`config.mk`:
```
export PLATFORM = sky130hd
export DESIGN_NAME = bac_top
export DESIGN_NICKNAME = d
export VERILOG_FILES = /design/src/pkg/bac_pkg.sv /design/src/pkg/bac_cfg_if.sv /design/src/design/bac_top.sv /design/src/design/bac_decode.sv
export SDC_FILE = /design/constraint.sdc
export NUM_CORES = 1
export LEC_CHECK = 0
export BUFFER_PORTS_ARGS = -buffer_cell sky130_fd_sc_hd__buf_2
export CORE_MARGIN = 2
export CORE_UTILIZATION = 48
export DETAILED_ROUTE_END_ITERATION = 8
export PLACE_DENSITY = 0.85
export SYNTH_ARGS = -nofsm -noshare
export SYNTH_HDL_FRONTEND = slang
export SYNTH_HIERARCHICAL = 1
export SYNTH_SLANG_ARGS = --single-unit
```
`constraint.sdc`:
```
create_clock -name mclk -period 2.9 [get_ports mclk]
set_input_delay 0.58 -clock mclk [delete_from_list [all_inputs] [get_ports mclk]]
set_output_delay 0.58 -clock mclk [all_outputs]
set_load 0.01 [all_outputs]
```
`src/pkg/bac_pkg.sv`:
```
// Package with offsets, field positions and codes of the bus area control block
package bac_pkg;
    localparam logic [7:0] BAC_ADDR_CTRL1 = 8'h00;
    localparam logic [7:0] BAC_ADDR_BUS_SIZE = 8'h04;
    localparam logic [7:0] BAC_ADDR_DECODE = 8'h08;
    localparam int BAC_POS_ENDIAN = 11;
    localparam int BAC_POS_A0_BST = 9;
    localparam int BAC_POS_A5_BST = 7;
    localparam int BAC_POS_A6_BST = 5;
    localparam int BAC_POS_MEMTYPE = 2;
    localparam int BAC_POS_A5_CARD = 1;
    localparam int BAC_POS_A6_CARD = 0;
    localparam int BAC_POS_A2_SIZE = 0;
    localparam int BAC_POS_A3_SIZE = 2;
    localparam int BAC_POS_A5_SIZE = 4;
    localparam int BAC_POS_A6_SIZE = 6;
    localparam logic [10:0] BAC_CTRL1_RESET = 11'h000;
    localparam logic [7:0] BAC_SIZE_RESET = 8'hff;
    localparam logic [10:0] BAC_CTRL1_WMASK = 11'h7ff;
    typedef enum logic [1:0] {
        BAC_BST_NONE = 2'b00,
        BAC_BST_4 = 2'b01,
        BAC_BST_8 = 2'b10,
        BAC_BST_16 = 2'b11
    } bac_burst_e;
    typedef enum logic [2:0] {
        BAC_MT_ORD = 3'b000,
        BAC_MT_A3_SDRAM = 3'b010,
        BAC_MT_BOTH_SDRAM = 3'b011
    } bac_memtype_e;
    typedef enum logic [1:0] {
        BAC_SZ_BAD = 2'b00,
        BAC_SZ_8 = 2'b01,
        BAC_SZ_16 = 2'b10,
        BAC_SZ_32 = 2'b11
    } bac_size_e;
endpackage

```
`src/pkg/bac_cfg_if.sv`:
```
// Interface carrying decoded area configuration between the register bank and decoder
`timescale 1ns/1ps
`default_nettype none
interface bac_cfg_if;
    logic [1:0] a0_burst;
    logic [1:0] a5_burst;
    logic [1:0] a6_burst;
    logic [2:0] memtype;
    logic [7:0] bus_size;
    logic [4:0] a0_len;
    logic [4:0] a5_len;
    logic [4:0] a6_len;
    logic a2_sdram;
    logic a3_sdram;
    logic cfg_error;
    modport bank (output a0_burst, a5_burst, a6_burst, memtype, bus_size,
        input a0_len, a5_len, a6_len, a2_sdram, a3_sdram, cfg_error);
    modport dec (input a0_burst, a5_burst, a6_burst, memtype, bus_size,
        output a0_len, a5_len, a6_len, a2_sdram, a3_sdram, cfg_error);
endinterface
`default_nettype wire

```
`src/design/bac_top.sv`:
```
// APB register bank for the bus area control register and its decoded outputs
//
// Behaviour
// - Strap captured on the first edge after reset release into bit 11, read-only.
// - Bit 11 zero big endian, one little.
// - Area 0 burst code: none, 4, 8, 16.
// - Area 5 burst code: none, 4, 8, 16.
// - Area 6 burst code: none, 4, 8, 16.
// - Memory type selects SDRAM for areas 2, 3.
// - Bit 1 puts area 5 in card space.
// - Bit 0 puts area 6 in card space.
// - Bus size codes 01, 10, 11; 00 prohibited.
`timescale 1ns/1ps
`default_nettype none
module bac_top (
    input wire logic mclk,
    input wire logic reset_n,
    input wire logic psel,
    input wire logic penable,
    input wire logic pwrite,
    input wire logic [7:0] paddr,
    input wire logic [31:0] pwdata,
    input wire logic [3:0] pstrb,
    output logic [31:0] prdata,
    output logic pready,
    output logic pslverr,
    input wire logic byte_order_strap_pin,
    output logic little_endian,
    output logic [4:0] area0_burst_count,
    output logic [4:0] area5_burst_count,
    output logic [4:0] area6_burst_count,
    output logic area2_sdram,
    output logic area3_sdram,
    output logic area5_card_space_sel,
    output logic area6_card_space_sel,
    output logic config_error
);
    bac_cfg_if cfg ();

    ////////////////////////////////////////////////////////////////////////////////
    // Register state

    logic [10:0] ctrl_r;
    logic [10:0] ctrl_nxt;
    logic [7:0] size_r;
    logic [7:0] size_nxt;
    logic endian_r;
    logic endian_nxt;
    logic strap_done_r;
    logic strap_done_nxt;
    logic [31:0] prdata_r;
    logic [31:0] prdata_nxt;
    logic wr_en;
    logic rd_en;
    logic hit;

    always_comb begin
        hit = (paddr == bac_pkg::BAC_ADDR_CTRL1) || (paddr == bac_pkg::BAC_ADDR_BUS_SIZE)
            || (paddr == bac_pkg::BAC_ADDR_DECODE);
        wr_en = psel && penable && pwrite && hit;
        rd_en = psel && !penable && !pwrite;
    end

    ////////////////////////////////////////////////////////////////////////////////
    // Byte order strap

    always_comb begin
        endian_nxt = endian_r;
        strap_done_nxt = 1'b1;
        // Strap is caught on the first edge after reset release, never under reset
        if (!strap_done_r) begin
            endian_nxt = byte_order_strap_pin;
        end
    end

    always_ff @(posedge mclk or negedge reset_n) begin
        if (!reset_n) begin
            endian_r <= 1'b0;
            strap_done_r <= 1'b0;
        end else begin
            endian_r <= endian_nxt;
            strap_done_r <= strap_done_nxt;
        end
    end

    ////////////////////////////////////////////////////////////////////////////////
    // Control register

    always_comb begin
        ctrl_nxt = ctrl_r;
        if (wr_en && paddr == bac_pkg::BAC_ADDR_CTRL1) begin
            // Bit 11 sits outside the write mask so software cannot alter it
            if (pstrb[0]) begin
                ctrl_nxt[7:0] = pwdata[7:0];
            end
            if (pstrb[1]) begin
                ctrl_nxt[10:8] = pwdata[10:8] & bac_pkg::BAC_CTRL1_WMASK[10:8];
            end
        end
    end

    always_ff @(posedge mclk or negedge reset_n) begin
        if (!reset_n) begin
            ctrl_r <= bac_pkg::BAC_CTRL1_RESET;
        end else begin
            ctrl_r <= ctrl_nxt;
        end
    end

    ////////////////////////////////////////////////////////////////////////////////
    // Bus size register

    always_comb begin
        size_nxt = size_r;
        if (wr_en && paddr == bac_pkg::BAC_ADDR_BUS_SIZE && pstrb[0]) begin
            size_nxt = pwdata[7:0];
        end
    end

    always_ff @(posedge mclk or negedge reset_n) begin
        if (!reset_n) begin
            size_r <= bac_pkg::BAC_SIZE_RESET;
        end else begin
            size_r <= size_nxt;
        end
    end

    ////////////////////////////////////////////////////////////////////////////////
    // Read data, loaded in the setup cycle so it stands through the access phase

    always_comb begin
        prdata_nxt = prdata_r;
        if (rd_en) begin
            case (paddr)
                bac_pkg::BAC_ADDR_CTRL1: prdata_nxt = {20'h00000, endian_r, ctrl_r};
                bac_pkg::BAC_ADDR_BUS_SIZE: prdata_nxt = {24'h000000, size_r};
                bac_pkg::BAC_ADDR_DECODE: prdata_nxt = {16'h0000, 7'h00, cfg.cfg_error,
                    cfg.a3_sdram, cfg.a2_sdram, cfg.a0_len, 1'b0};
                default: prdata_nxt = 32'h00000000;
            endcase
        end
    end

    always_ff @(posedge mclk or negedge reset_n) begin
        if (!reset_n) begin
            prdata_r <= 32'h00000000;
        end else begin
            prdata_r <= prdata_nxt;
        end
    end

    ////////////////////////////////////////////////////////////////////////////////
    // Bus answer and decoded outputs

    always_comb begin
        pready = 1'b1;
        pslverr = psel && penable && !hit;
        prdata = prdata_r;
    end

    assign cfg.a0_burst = ctrl_r[bac_pkg::BAC_POS_A0_BST +: 2];
    assign cfg.a5_burst = ctrl_r[bac_pkg::BAC_POS_A5_BST +: 2];
    assign cfg.a6_burst = ctrl_r[bac_pkg::BAC_POS_A6_BST +: 2];
    assign cfg.memtype = ctrl_r[bac_pkg::BAC_POS_MEMTYPE +: 3];
    assign cfg.bus_size = size_r;

    bac_decode u_decode (
        .cfg(cfg)
    );

    assign little_endian = endian_r;
    assign area0_burst_count = cfg.a0_len;
    assign area5_burst_count = cfg.a5_len;
    assign area6_burst_count = cfg.a6_len;
    // SRAM use at 1:1 with SDRAM is software's duty; flagged via area3_sdram only
    assign area2_sdram = cfg.a2_sdram;
    assign area3_sdram = cfg.a3_sdram;
    assign area5_card_space_sel = ctrl_r[bac_pkg::BAC_POS_A5_CARD];
    assign area6_card_space_sel = ctrl_r[bac_pkg::BAC_POS_A6_CARD];
    assign config_error = cfg.cfg_error;

    ////////////////////////////////////////////////////////////////////////////////
    // Assertions

    a_strap_read_only: assert property (@(posedge mclk) disable iff (!reset_n)
        strap_done_r |=> $stable(endian_r))
        else $error("byte order bit changed after capture");
    a_strap_capture: assert property (@(posedge mclk) disable iff (!reset_n)
        !strap_done_r |=> endian_r == $past(byte_order_strap_pin))
        else $error("strap level not captured");
    a_endian_out: assert property (@(posedge mclk) disable iff (!reset_n)
        little_endian == prdata_nxt[11] || !(rd_en && paddr == bac_pkg::BAC_ADDR_CTRL1))
        else $error("endian readback mismatch");
    a_area0_len: assert property (@(posedge mclk) disable iff (!reset_n)
        ctrl_r[10:9] == 2'b11 |-> area0_burst_count == 5'h10)
        else $error("area 0 burst of 16 wrong");
    a_area5_len: assert property (@(posedge mclk) disable iff (!reset_n)
        ctrl_r[8:7] == 2'b10 |-> area5_burst_count == 5'h08)
        else $error("area 5 burst of 8 wrong");
    a_area6_len: assert property (@(posedge mclk) disable iff (!reset_n)
        ctrl_r[6:5] == 2'b00 |-> area6_burst_count == 5'h00)
        else $error("area 6 ordinary access wrong");
    a_memtype_map: assert property (@(posedge mclk) disable iff (!reset_n)
        ctrl_r[4:2] == 3'b010 |-> area3_sdram && !area2_sdram)
        else $error("memory type 010 misdecoded");
    a_card5_write: assert property (@(posedge mclk) disable iff (!reset_n)
        wr_en && paddr == bac_pkg::BAC_ADDR_CTRL1 && pstrb[0]
        |=> area5_card_space_sel == $past(pwdata[1]))
        else $error("area 5 bus type not written");
    a_card6_write: assert property (@(posedge mclk) disable iff (!reset_n)
        wr_en && paddr == bac_pkg::BAC_ADDR_CTRL1 && pstrb[0]
        |=> area6_card_space_sel == $past(pwdata[0]))
        else $error("area 6 bus type not written");
    a_reset_clear: assert property (@(posedge mclk)
        $rose(reset_n) |-> ctrl_r == 11'h000)
        else $error("control fields not clear after reset");

    // Burst and memory type decode, one assertion for each code not already checked above
    a_area0_ord: assert property (@(posedge mclk) disable iff (!reset_n)
        ctrl_r[10:9] == 2'b00 |-> area0_burst_count == 5'h00)
        else $error("area 0 ordinary access wrong");
    a_area0_four: assert property (@(posedge mclk) disable iff (!reset_n)
        ctrl_r[10:9] == 2'b01 |-> area0_burst_count == 5'h04)
        else $error("area 0 burst of 4 wrong");
    a_area0_eight: assert property (@(posedge mclk) disable iff (!reset_n)
        ctrl_r[10:9] == 2'b10 |-> area0_burst_count == 5'h08)
        else $error("area 0 burst of 8 wrong");
    a_area5_ord: assert property (@(posedge mclk) disable iff (!reset_n)
        ctrl_r[8:7] == 2'b00 |-> area5_burst_count == 5'h00)
        else $error("area 5 ordinary access wrong");
    a_area5_four: assert property (@(posedge mclk) disable iff (!reset_n)
        ctrl_r[8:7] == 2'b01 |-> area5_burst_count == 5'h04)
        else $error("area 5 burst of 4 wrong");
    a_area5_sixteen: assert property (@(posedge mclk) disable iff (!reset_n)
        ctrl_r[8:7] == 2'b11 |-> area5_burst_count == 5'h10)
        else $error("area 5 burst of 16 wrong");
    a_area6_four: assert property (@(posedge mclk) disable iff (!reset_n)
        ctrl_r[6:5] == 2'b01 |-> area6_burst_count == 5'h04)
        else $error("area 6 burst of 4 wrong");
    a_area6_eight: assert property (@(posedge mclk) disable iff (!reset_n)
        ctrl_r[6:5] == 2'b10 |-> area6_burst_count == 5'h08)
        else $error("area 6 burst of 8 wrong");
    a_area6_sixteen: assert property (@(posedge mclk) disable iff (!reset_n)
        ctrl_r[6:5] == 2'b11 |-> area6_burst_count == 5'h10)
        else $error("area 6 burst of 16 wrong");
    a_memtype_ord: assert property (@(posedge mclk) disable iff (!reset_n)
        ctrl_r[4:2] == 3'b000 |-> !area2_sdram && !area3_sdram)
        else $error("memory type 000 misdecoded");
    a_memtype_both: assert property (@(posedge mclk) disable iff (!reset_n)
        ctrl_r[4:2] == 3'b011 |-> area2_sdram && area3_sdram)
        else $error("memory type 011 misdecoded");

    // Misuse is flagged only; the stored code still drives the decode
    a_memtype_flag: assert property (@(posedge mclk) disable iff (!reset_n)
        ctrl_r[4:2] != 3'b000 && ctrl_r[4:2] != 3'b010 && ctrl_r[4:2] != 3'b011 |-> config_error)
        else $error("prohibited memory type not flagged");
    a_sdram_width: assert property (@(posedge mclk) disable iff (!reset_n)
        ctrl_r[4:2] == 3'b011 && size_r[1:0] != size_r[3:2] |-> config_error)
        else $error("unequal SDRAM widths not flagged");
    a_size_code: assert property (@(posedge mclk) disable iff (!reset_n)
        size_r[1:0] == 2'b00 || size_r[3:2] == 2'b00 || size_r[5:4] == 2'b00
        || size_r[7:6] == 2'b00 |-> config_error)
        else $error("prohibited bus size not flagged");
    a_burst_width: assert property (@(posedge mclk) disable iff (!reset_n)
        (ctrl_r[8:7] == 2'b11 && size_r[5:4] != 2'b01)
        || (ctrl_r[6:5] == 2'b11 && size_r[7:6] != 2'b01) |-> config_error)
        else $error("burst of 16 on wide bus not flagged");

    // Register writes and holds
    a_ctrl_write_low: assert property (@(posedge mclk) disable iff (!reset_n)
        wr_en && paddr == bac_pkg::BAC_ADDR_CTRL1 && pstrb[0]
        |=> ctrl_r[7:0] == $past(pwdata[7:0]))
        else $error("control low byte not written");
    a_ctrl_write_high: assert property (@(posedge mclk) disable iff (!reset_n)
        wr_en && paddr == bac_pkg::BAC_ADDR_CTRL1 && pstrb[1]
        |=> ctrl_r[10:8] == $past(pwdata[10:8]))
        else $error("control high bits not written");
    a_ctrl_hold: assert property (@(posedge mclk) disable iff (!reset_n)
        !(wr_en && paddr == bac_pkg::BAC_ADDR_CTRL1) |=> $stable(ctrl_r))
        else $error("control changed without a write");
    a_size_write: assert property (@(posedge mclk) disable iff (!reset_n)
        wr_en && paddr == bac_pkg::BAC_ADDR_BUS_SIZE && pstrb[0]
        |=> size_r == $past(pwdata[7:0]))
        else $error("bus size register not written");
    a_card5_hold: assert property (@(posedge mclk) disable iff (!reset_n)
        !(wr_en && paddr == bac_pkg::BAC_ADDR_CTRL1 && pstrb[0])
        |=> $stable(area5_card_space_sel))
        else $error("area 5 bus type changed without a write");
    a_card6_hold: assert property (@(posedge mclk) disable iff (!reset_n)
        !(wr_en && paddr == bac_pkg::BAC_ADDR_CTRL1 && pstrb[0])
        |=> $stable(area6_card_space_sel))
        else $error("area 6 bus type changed without a write");

    // Read data
    a_read_hold: assert property (@(posedge mclk) disable iff (!reset_n)
        !rd_en |=> $stable(prdata))
        else $error("read data changed outside a read setup");
    a_endian_read: assert property (@(posedge mclk) disable iff (!reset_n)
        rd_en && paddr == bac_pkg::BAC_ADDR_CTRL1 |=> prdata[11] == $past(little_endian))
        else $error("byte order bit not read back");
    a_decode_read: assert property (@(posedge mclk) disable iff (!reset_n)
        rd_en && paddr == bac_pkg::BAC_ADDR_DECODE
        |=> prdata[7] == $past(area3_sdram) && prdata[6] == $past(area2_sdram))
        else $error("decode register readback wrong");
    a_unmapped_read: assert property (@(posedge mclk) disable iff (!reset_n)
        rd_en && !hit |=> prdata == 32'h00000000)
        else $error("unmapped read not zero");

    // Reset
    a_reset_outputs: assert property (@(posedge mclk)
        $rose(reset_n) |-> !area2_sdram && !area3_sdram && !area5_card_space_sel
            && !area6_card_space_sel && area0_burst_count == 5'h00)
        else $error("decoded outputs not clear after reset");
endmodule
`default_nettype wire

```
`src/design/bac_decode.sv`:
```
// Decoder turning burst, memory type and bus size codes into per-area settings
`timescale 1ns/1ps
`default_nettype none
module bac_decode (
    bac_cfg_if.dec cfg
);
    // Burst code to number of consecutive accesses, zero for ordinary access
    function automatic logic [4:0] burst_len(input logic [1:0] code);
        case (code)
            bac_pkg::BAC_BST_4: burst_len = 5'h04;
            bac_pkg::BAC_BST_8: burst_len = 5'h08;
            bac_pkg::BAC_BST_16: burst_len = 5'h10;
            default: burst_len = 5'h00;
        endcase
    endfunction

    // Burst length allowed for the given bus size code
    function automatic logic burst_ok(input logic [1:0] code, input logic [1:0] sz);
        case (code)
            bac_pkg::BAC_BST_4: burst_ok = (sz != bac_pkg::BAC_SZ_BAD);
            bac_pkg::BAC_BST_8: burst_ok = (sz == bac_pkg::BAC_SZ_8) || (sz == bac_pkg::BAC_SZ_16);
            bac_pkg::BAC_BST_16: burst_ok = (sz == bac_pkg::BAC_SZ_8);
            default: burst_ok = 1'b1;
        endcase
    endfunction

    logic [1:0] sz2;
    logic [1:0] sz3;
    logic [1:0] sz5;
    logic [1:0] sz6;
    logic mt_bad;

    always_comb begin
        sz2 = cfg.bus_size[bac_pkg::BAC_POS_A2_SIZE +: 2];
        sz3 = cfg.bus_size[bac_pkg::BAC_POS_A3_SIZE +: 2];
        sz5 = cfg.bus_size[bac_pkg::BAC_POS_A5_SIZE +: 2];
        sz6 = cfg.bus_size[bac_pkg::BAC_POS_A6_SIZE +: 2];
        cfg.a0_len = burst_len(cfg.a0_burst);
        cfg.a5_len = burst_len(cfg.a5_burst);
        cfg.a6_len = burst_len(cfg.a6_burst);
        cfg.a2_sdram = (cfg.memtype == bac_pkg::BAC_MT_BOTH_SDRAM);
        cfg.a3_sdram = (cfg.memtype == bac_pkg::BAC_MT_BOTH_SDRAM)
            || (cfg.memtype == bac_pkg::BAC_MT_A3_SDRAM);
        mt_bad = !(cfg.a3_sdram || cfg.memtype == bac_pkg::BAC_MT_ORD);
        // Misuse is only flagged; the hardware still takes the code as written
        cfg.cfg_error = mt_bad
            || !burst_ok(cfg.a5_burst, sz5)
            || !burst_ok(cfg.a6_burst, sz6)
            || (cfg.a2_sdram && sz2 != sz3)
            || sz2 == bac_pkg::BAC_SZ_BAD || sz3 == bac_pkg::BAC_SZ_BAD
            || sz5 == bac_pkg::BAC_SZ_BAD || sz6 == bac_pkg::BAC_SZ_BAD;
    end
endmodule
`default_nettype wire

```
# Word-level counts from Yosys, hierarchy flattened
# Cells that the tools add are included.
# word_totals
regBits,53
out_inout_bits,55
elab_cells,69
# op_classes
n_eq_ne,18
mux,6
n_reduce_logical,39
# ops
cell,count
$pmux W5 S3,3
$pmux W12 S3,1
$eq A2 B2 Y1 const B,8
$logic_or A1 B1 Y1,13
$eq A2 B1 Y1 const B,5
$logic_and A1 B1 Y1,10
$eq A8 B3 Y1 const B,1
$eq A8 B4 Y1 const B,1
$logic_not A2 Y1,4
$logic_not A8 Y1,1
$eq A3 B2 Y1 const B,2
$logic_not A1 Y1,6
$pmux W1 S3,2
$reduce_and A2 Y1,2
$reduce_bool A2 Y1,2
$logic_not A3 Y1,1
$ne A2 B2 Y1,1

# Longest topological paths before layout
# logic_depth
depth_word,12
ltp_mapped,7
depth_no_buf,7

# Hierarchy
# Netlist, hierarchy kept.
# modules_own_cells
module,n_inst,cells_per_inst,area_each_um2,seq_area_each_um2
bac_top,1,142,1665.3,835.8
bac_decode,1,37,260.2,0.0

# Worst setup path after synthesis
# Ideal clock, no wire load.
# synth_path
kind,input -> output
startpoint,in paddr[2]
endpoint,out pslverr
t_arrival_ns,1.238
required_time_ns,2.320
path_slack_ns,1.082
cell_stages,3
n_path_buf,1
cell_sequence,clkbuf_1 a211oi_1 a21oi_1
# synth_between
elab_chain_len,5
word_cells_on_any_way,7
classes_between,2 x eq/ne; 5 x reduce/logical
# synth_lines
item,line_no,source
start: declaration,bac_top.sv:21,"input wire logic [7:0] paddr,"
$eq A8 B3 Y1 or $logic_not A8 Y1 (tied branches),bac_top.sv:58,hit = (paddr == bac_pkg::BAC_ADDR_CTRL1) || (paddr == bac_pkg::BAC_ADDR_BUS_SIZE)
$logic_or A1 B1 Y1,bac_top.sv:58,
$logic_or A1 B1 Y1 *,bac_top.sv:59,|| (paddr == bac_pkg::BAC_ADDR_DECODE);
$logic_not A1 Y1 *,bac_top.sv:157,pslverr = psel && penable && !hit;
$logic_and A1 B1 Y1 *,bac_top.sv:157,
end: declaration,bac_top.sv:26,"output logic pslverr,"
# Mark *: on every way between the ends. The rest lies on a longest branch, timed or not.

# Worst setup path in the final report
# layout_path
startpoint,reg size_r[4] (netlist: cfg.bus_size[4])
endpoint,out config_error
# layout_between
elab_chain_len,11
word_cells_on_any_way,14
classes_between,2 x eq/ne; 1 x mux; 11 x reduce/logical
# layout_lines
item,line_no,source
start: declaration,bac_top.sv:45,logic [7:0] size_r;
start signal: assignment,bac_top.sv:122,size_r <= bac_pkg::BAC_SIZE_RESET;
start signal: assignment,bac_top.sv:124,size_r <= size_nxt;
$eq A2 B1 Y1 or $eq A2 B2 Y1 (tied branches),"bac_decode.sv:21, bac_decode.sv:22",
$logic_or A1 B1 Y1,bac_decode.sv:21,bac_pkg::BAC_BST_8: burst_ok = (sz == bac_pkg::BAC_SZ_8) || (sz == bac_pkg::BAC_SZ_16);
$pmux W1 S3,bac_decode.sv:19,case (code)
$logic_not A1 Y1,bac_decode.sv:47,"|| !burst_ok(cfg.a5_burst, sz5)"
$logic_or A1 B1 Y1,bac_decode.sv:47,
$logic_or A1 B1 Y1,bac_decode.sv:48,"|| !burst_ok(cfg.a6_burst, sz6)"
$logic_or A1 B1 Y1,bac_decode.sv:49,|| (cfg.a2_sdram && sz2 != sz3)
$logic_or A1 B1 Y1 (2 in series),bac_decode.sv:50,|| sz2 == bac_pkg::BAC_SZ_BAD || sz3 == bac_pkg::BAC_SZ_BAD
$logic_or A1 B1 Y1 * (2 in series),bac_decode.sv:51,|| sz5 == bac_pkg::BAC_SZ_BAD || sz6 == bac_pkg::BAC_SZ_BAD;
end: declaration,bac_top.sv:36,output logic config_error
# Marks and branches as above.

==> metrics.txt <==
outcome finished clean; top-area cell type share of the netlist area 0.325; Gate Count Post-Synth 179; register bit total from synthesis 33; Slew headroom 0.507; post-route cell area 0.00221 mm^2; M3 GR Usage 0.0433; share of layout cells above drive strength 1 0.399; Setup crit start kind flop; slew of the pin with the lowest slew margin 0.740 ns; Crit path buffers/inverters 2; Clock Latency Late Sink 0.28 ns; Post-CTS Hold Buffers 0; # clock sinks 33; LEAKAGE 0.00115 uW; upper clock frequency limit 429 MHz; cts bufs inserted 5; synth cell count leaders buf_4 (27), dfrtp_1 (25), mux2_2 (20); Initial Util 0.488; Hold Violations, Final 0; Setup TNS 0 ns; Hold/Removal Path Class input port to asynchronous set/reset pin; core area 0.00394 mm^2; grt ovf 0; worst setup margin 0.571 ns; most common cell in the synthesized netlist buf_4; cts repair resizes 0; first-pass GRT wire length 6220 um; RSZ-0062 raised after global routing no; Placement Rows 23; drt first pass iters 4; Antenna Cells 0; adder-cell area share of the yosys netlist 0.0260; clock skew 0.00373 ns; CTS tree done; slowest stage delay, CP 0.56 ns; Critical Path RT 2.32 ns; leading area contributor after synthesis dfrtp_1; fin nets 287; grt met2 use 0.309; post-synthesis xor/xnor area fraction 0.00910; multi-input logic area 931 um^2; met1 Resource Use GR 0.237; Slew Limit Fails 0; Setup CP Type flop to primary output; PortBufs 54; P per Cell Area 405 mW/mm^2; post-CTS repair timing setup buffer count 0; busiest grt layer met2; Cell variety after synth 35; Yosys warnings 6; Worst VDD drop 0.325 mV; EDFF count, synth 0; largest net degree at the start of global routing 34; GPL Wtd Cong 0.901; Die Height 67.3 um; cell family with most CP delay flip-flops; Min Hold Slack 0.361 ns; Period minus WS final 2.33 ns; Compound-Gate Fraction of Synth Area 0.0858; Mapped Area 0.00193 mm^2; Synth area leaders dfrtp_1 (32%), mux2_2 (12%), dfstp_2 (11%), buf_4 (11%), mux2i_1 (5.7%); ys flop type dfrtp_1; DR WL/cell 13.9 um; DR vias 1414; max_cap viols 0; mux share of post-synthesis cell area 0.174; Die W 67.3 um; Detailed Route WL 3940 um; vias per cell 5.00; Crit. End Element primary output; fill cell count 368; Residual DRC 0; clk slew on worst S/H paths 0.06 ns; initial antenna violation count 0; IO Pins 105; post-synthesis sequential area ratio 0.434; largest family of logic cells by synthesized area multiplexers; CTS root buf clkbuf_8; Critical Path, Cell by Cell inv_1 > ha_1 > mux2i_1 > a22oi_1 > nand4_1 > buf_2; Global Route Usage Sum 0.187; initial drt markers 38; die footprint 0.00453 mm^2; Area growth syn-to-layout 14.9%; vias in the first global route 1348; CTS Buffer Depth 2; placed cell area 0.00213 mm^2; H-tree depth 2; Post-synth ARST share 1.00; Post-DRT Antenna Nets 0; Arr. time, crit path 1.75 ns; simple-gate share of the synthesized area 0.134; Final setup viols 0; CP Max Fanout 4; total power 896 uW; Sequential Area 836 um^2; post-synthesis average cell area 10.8 um^2; Slowest cell on crit path dfstp_2; post-DP HPWL 3000 um; Place WS 0.760 ns; Final Cycle Share 0.803
flip-flops by register name (all words and copies together) (netlist names):
register and flops:
strap_done_r 1, cfg.bus_size 8, ctrl_r 11, little_endian 1, prdata 12
cells in the final DEF (no fill, tap or decap), types with 3 or more instances in the layout:
master	Yosys	layout
nand2_1	18	18
a2bb2oi_1	7	7
o21ai_0	11	11
buf_2	1	54
mux2i_1	11	11
ha_1	4	4
nor2b_1	6	6
conb_1	3	28
clkbuf_8	0	6
inv_1	5	5
dfstp_2	8	8
dfrtp_1	25	25
and4_1	3	3
and2_1	3	3
mux2_2	20	20
layout make-up:
cell class | instances | share of cell area
Multi-Input combinational cell | 133 | 0.421
Inverter | 5 | 0.00848
Tap cell | 50 | 0.0283
Sequential cell | 33 | 0.378
Clock buffer | 7 | 0.0390
Timing Repair Buffer | 55 | 0.126
metrics by stage:
| step | util | instances |
|---|---|---|
| 6_report | 0.561 | 283 |
| 5_1_grt | 0.561 | 283 |
| 4_1_cts | 0.561 | 283 |
| 3_5_place_dp | 0.539 | 276 |
| 3_3_place_gp | 0.539 | 276 |
| 2_1_floorplan | - | 204 |
worst paths after layout:
path | startpoint | to | slack (ns) | depth (start not counted)
max | cfg.bus_size[4]$_DFFE_PN1P_ | config_error | 0.57 | 6
min | reset_n | ctrl_r[4]$_DFFE_PN0P_ | 0.36 | 1
max in group asynchronous | reset_n | prdata[6]$_DFFE_PN0P_ | 2.07 | 1
min in group mclk | prdata[0]$_DFFE_PN0P_ | prdata[0]$_DFFE_PN0P_ | 0.47 | 2
max reg2reg | cfg.bus_size[4]$_DFFE_PN1P_ | prdata[8]$_DFFE_PN0P_ | 1.17 | 7
min reg2reg | prdata[0]$_DFFE_PN0P_ | prdata[0]$_DFFE_PN0P_ | 0.47 | 2
power by group:
| group | switching, uW | internal, uW |
|---|---|---|
| Combinational | 54.2 | 30.1 |
| Clock | 154 | 188 |
| Sequential | 3.93 | 466 |
layer usage:
metal / vias up / share of wire
li1: 670 / -
met1: 677 / 0.43
met2: 64 / 0.48
met3: 3 / 0.079
met4: 0 / 0.011
met5: - / 0
cell families (layout without fill, tap and decap cells):
logic type / count (synthesis) / in the layout
AO/OA/AOI/OAI: 25 / 25
XOR/XNOR: 2 / 2
adder cells (fa/ha/maj): 4 / 4
buffers and inverters: 38 / 67
flip-flops: 33 / 33
multiplexers: 31 / 31
other: 3 / 28
AND/OR/NAND/NOR: 43 / 43
(Power assumes the default switching activity.)
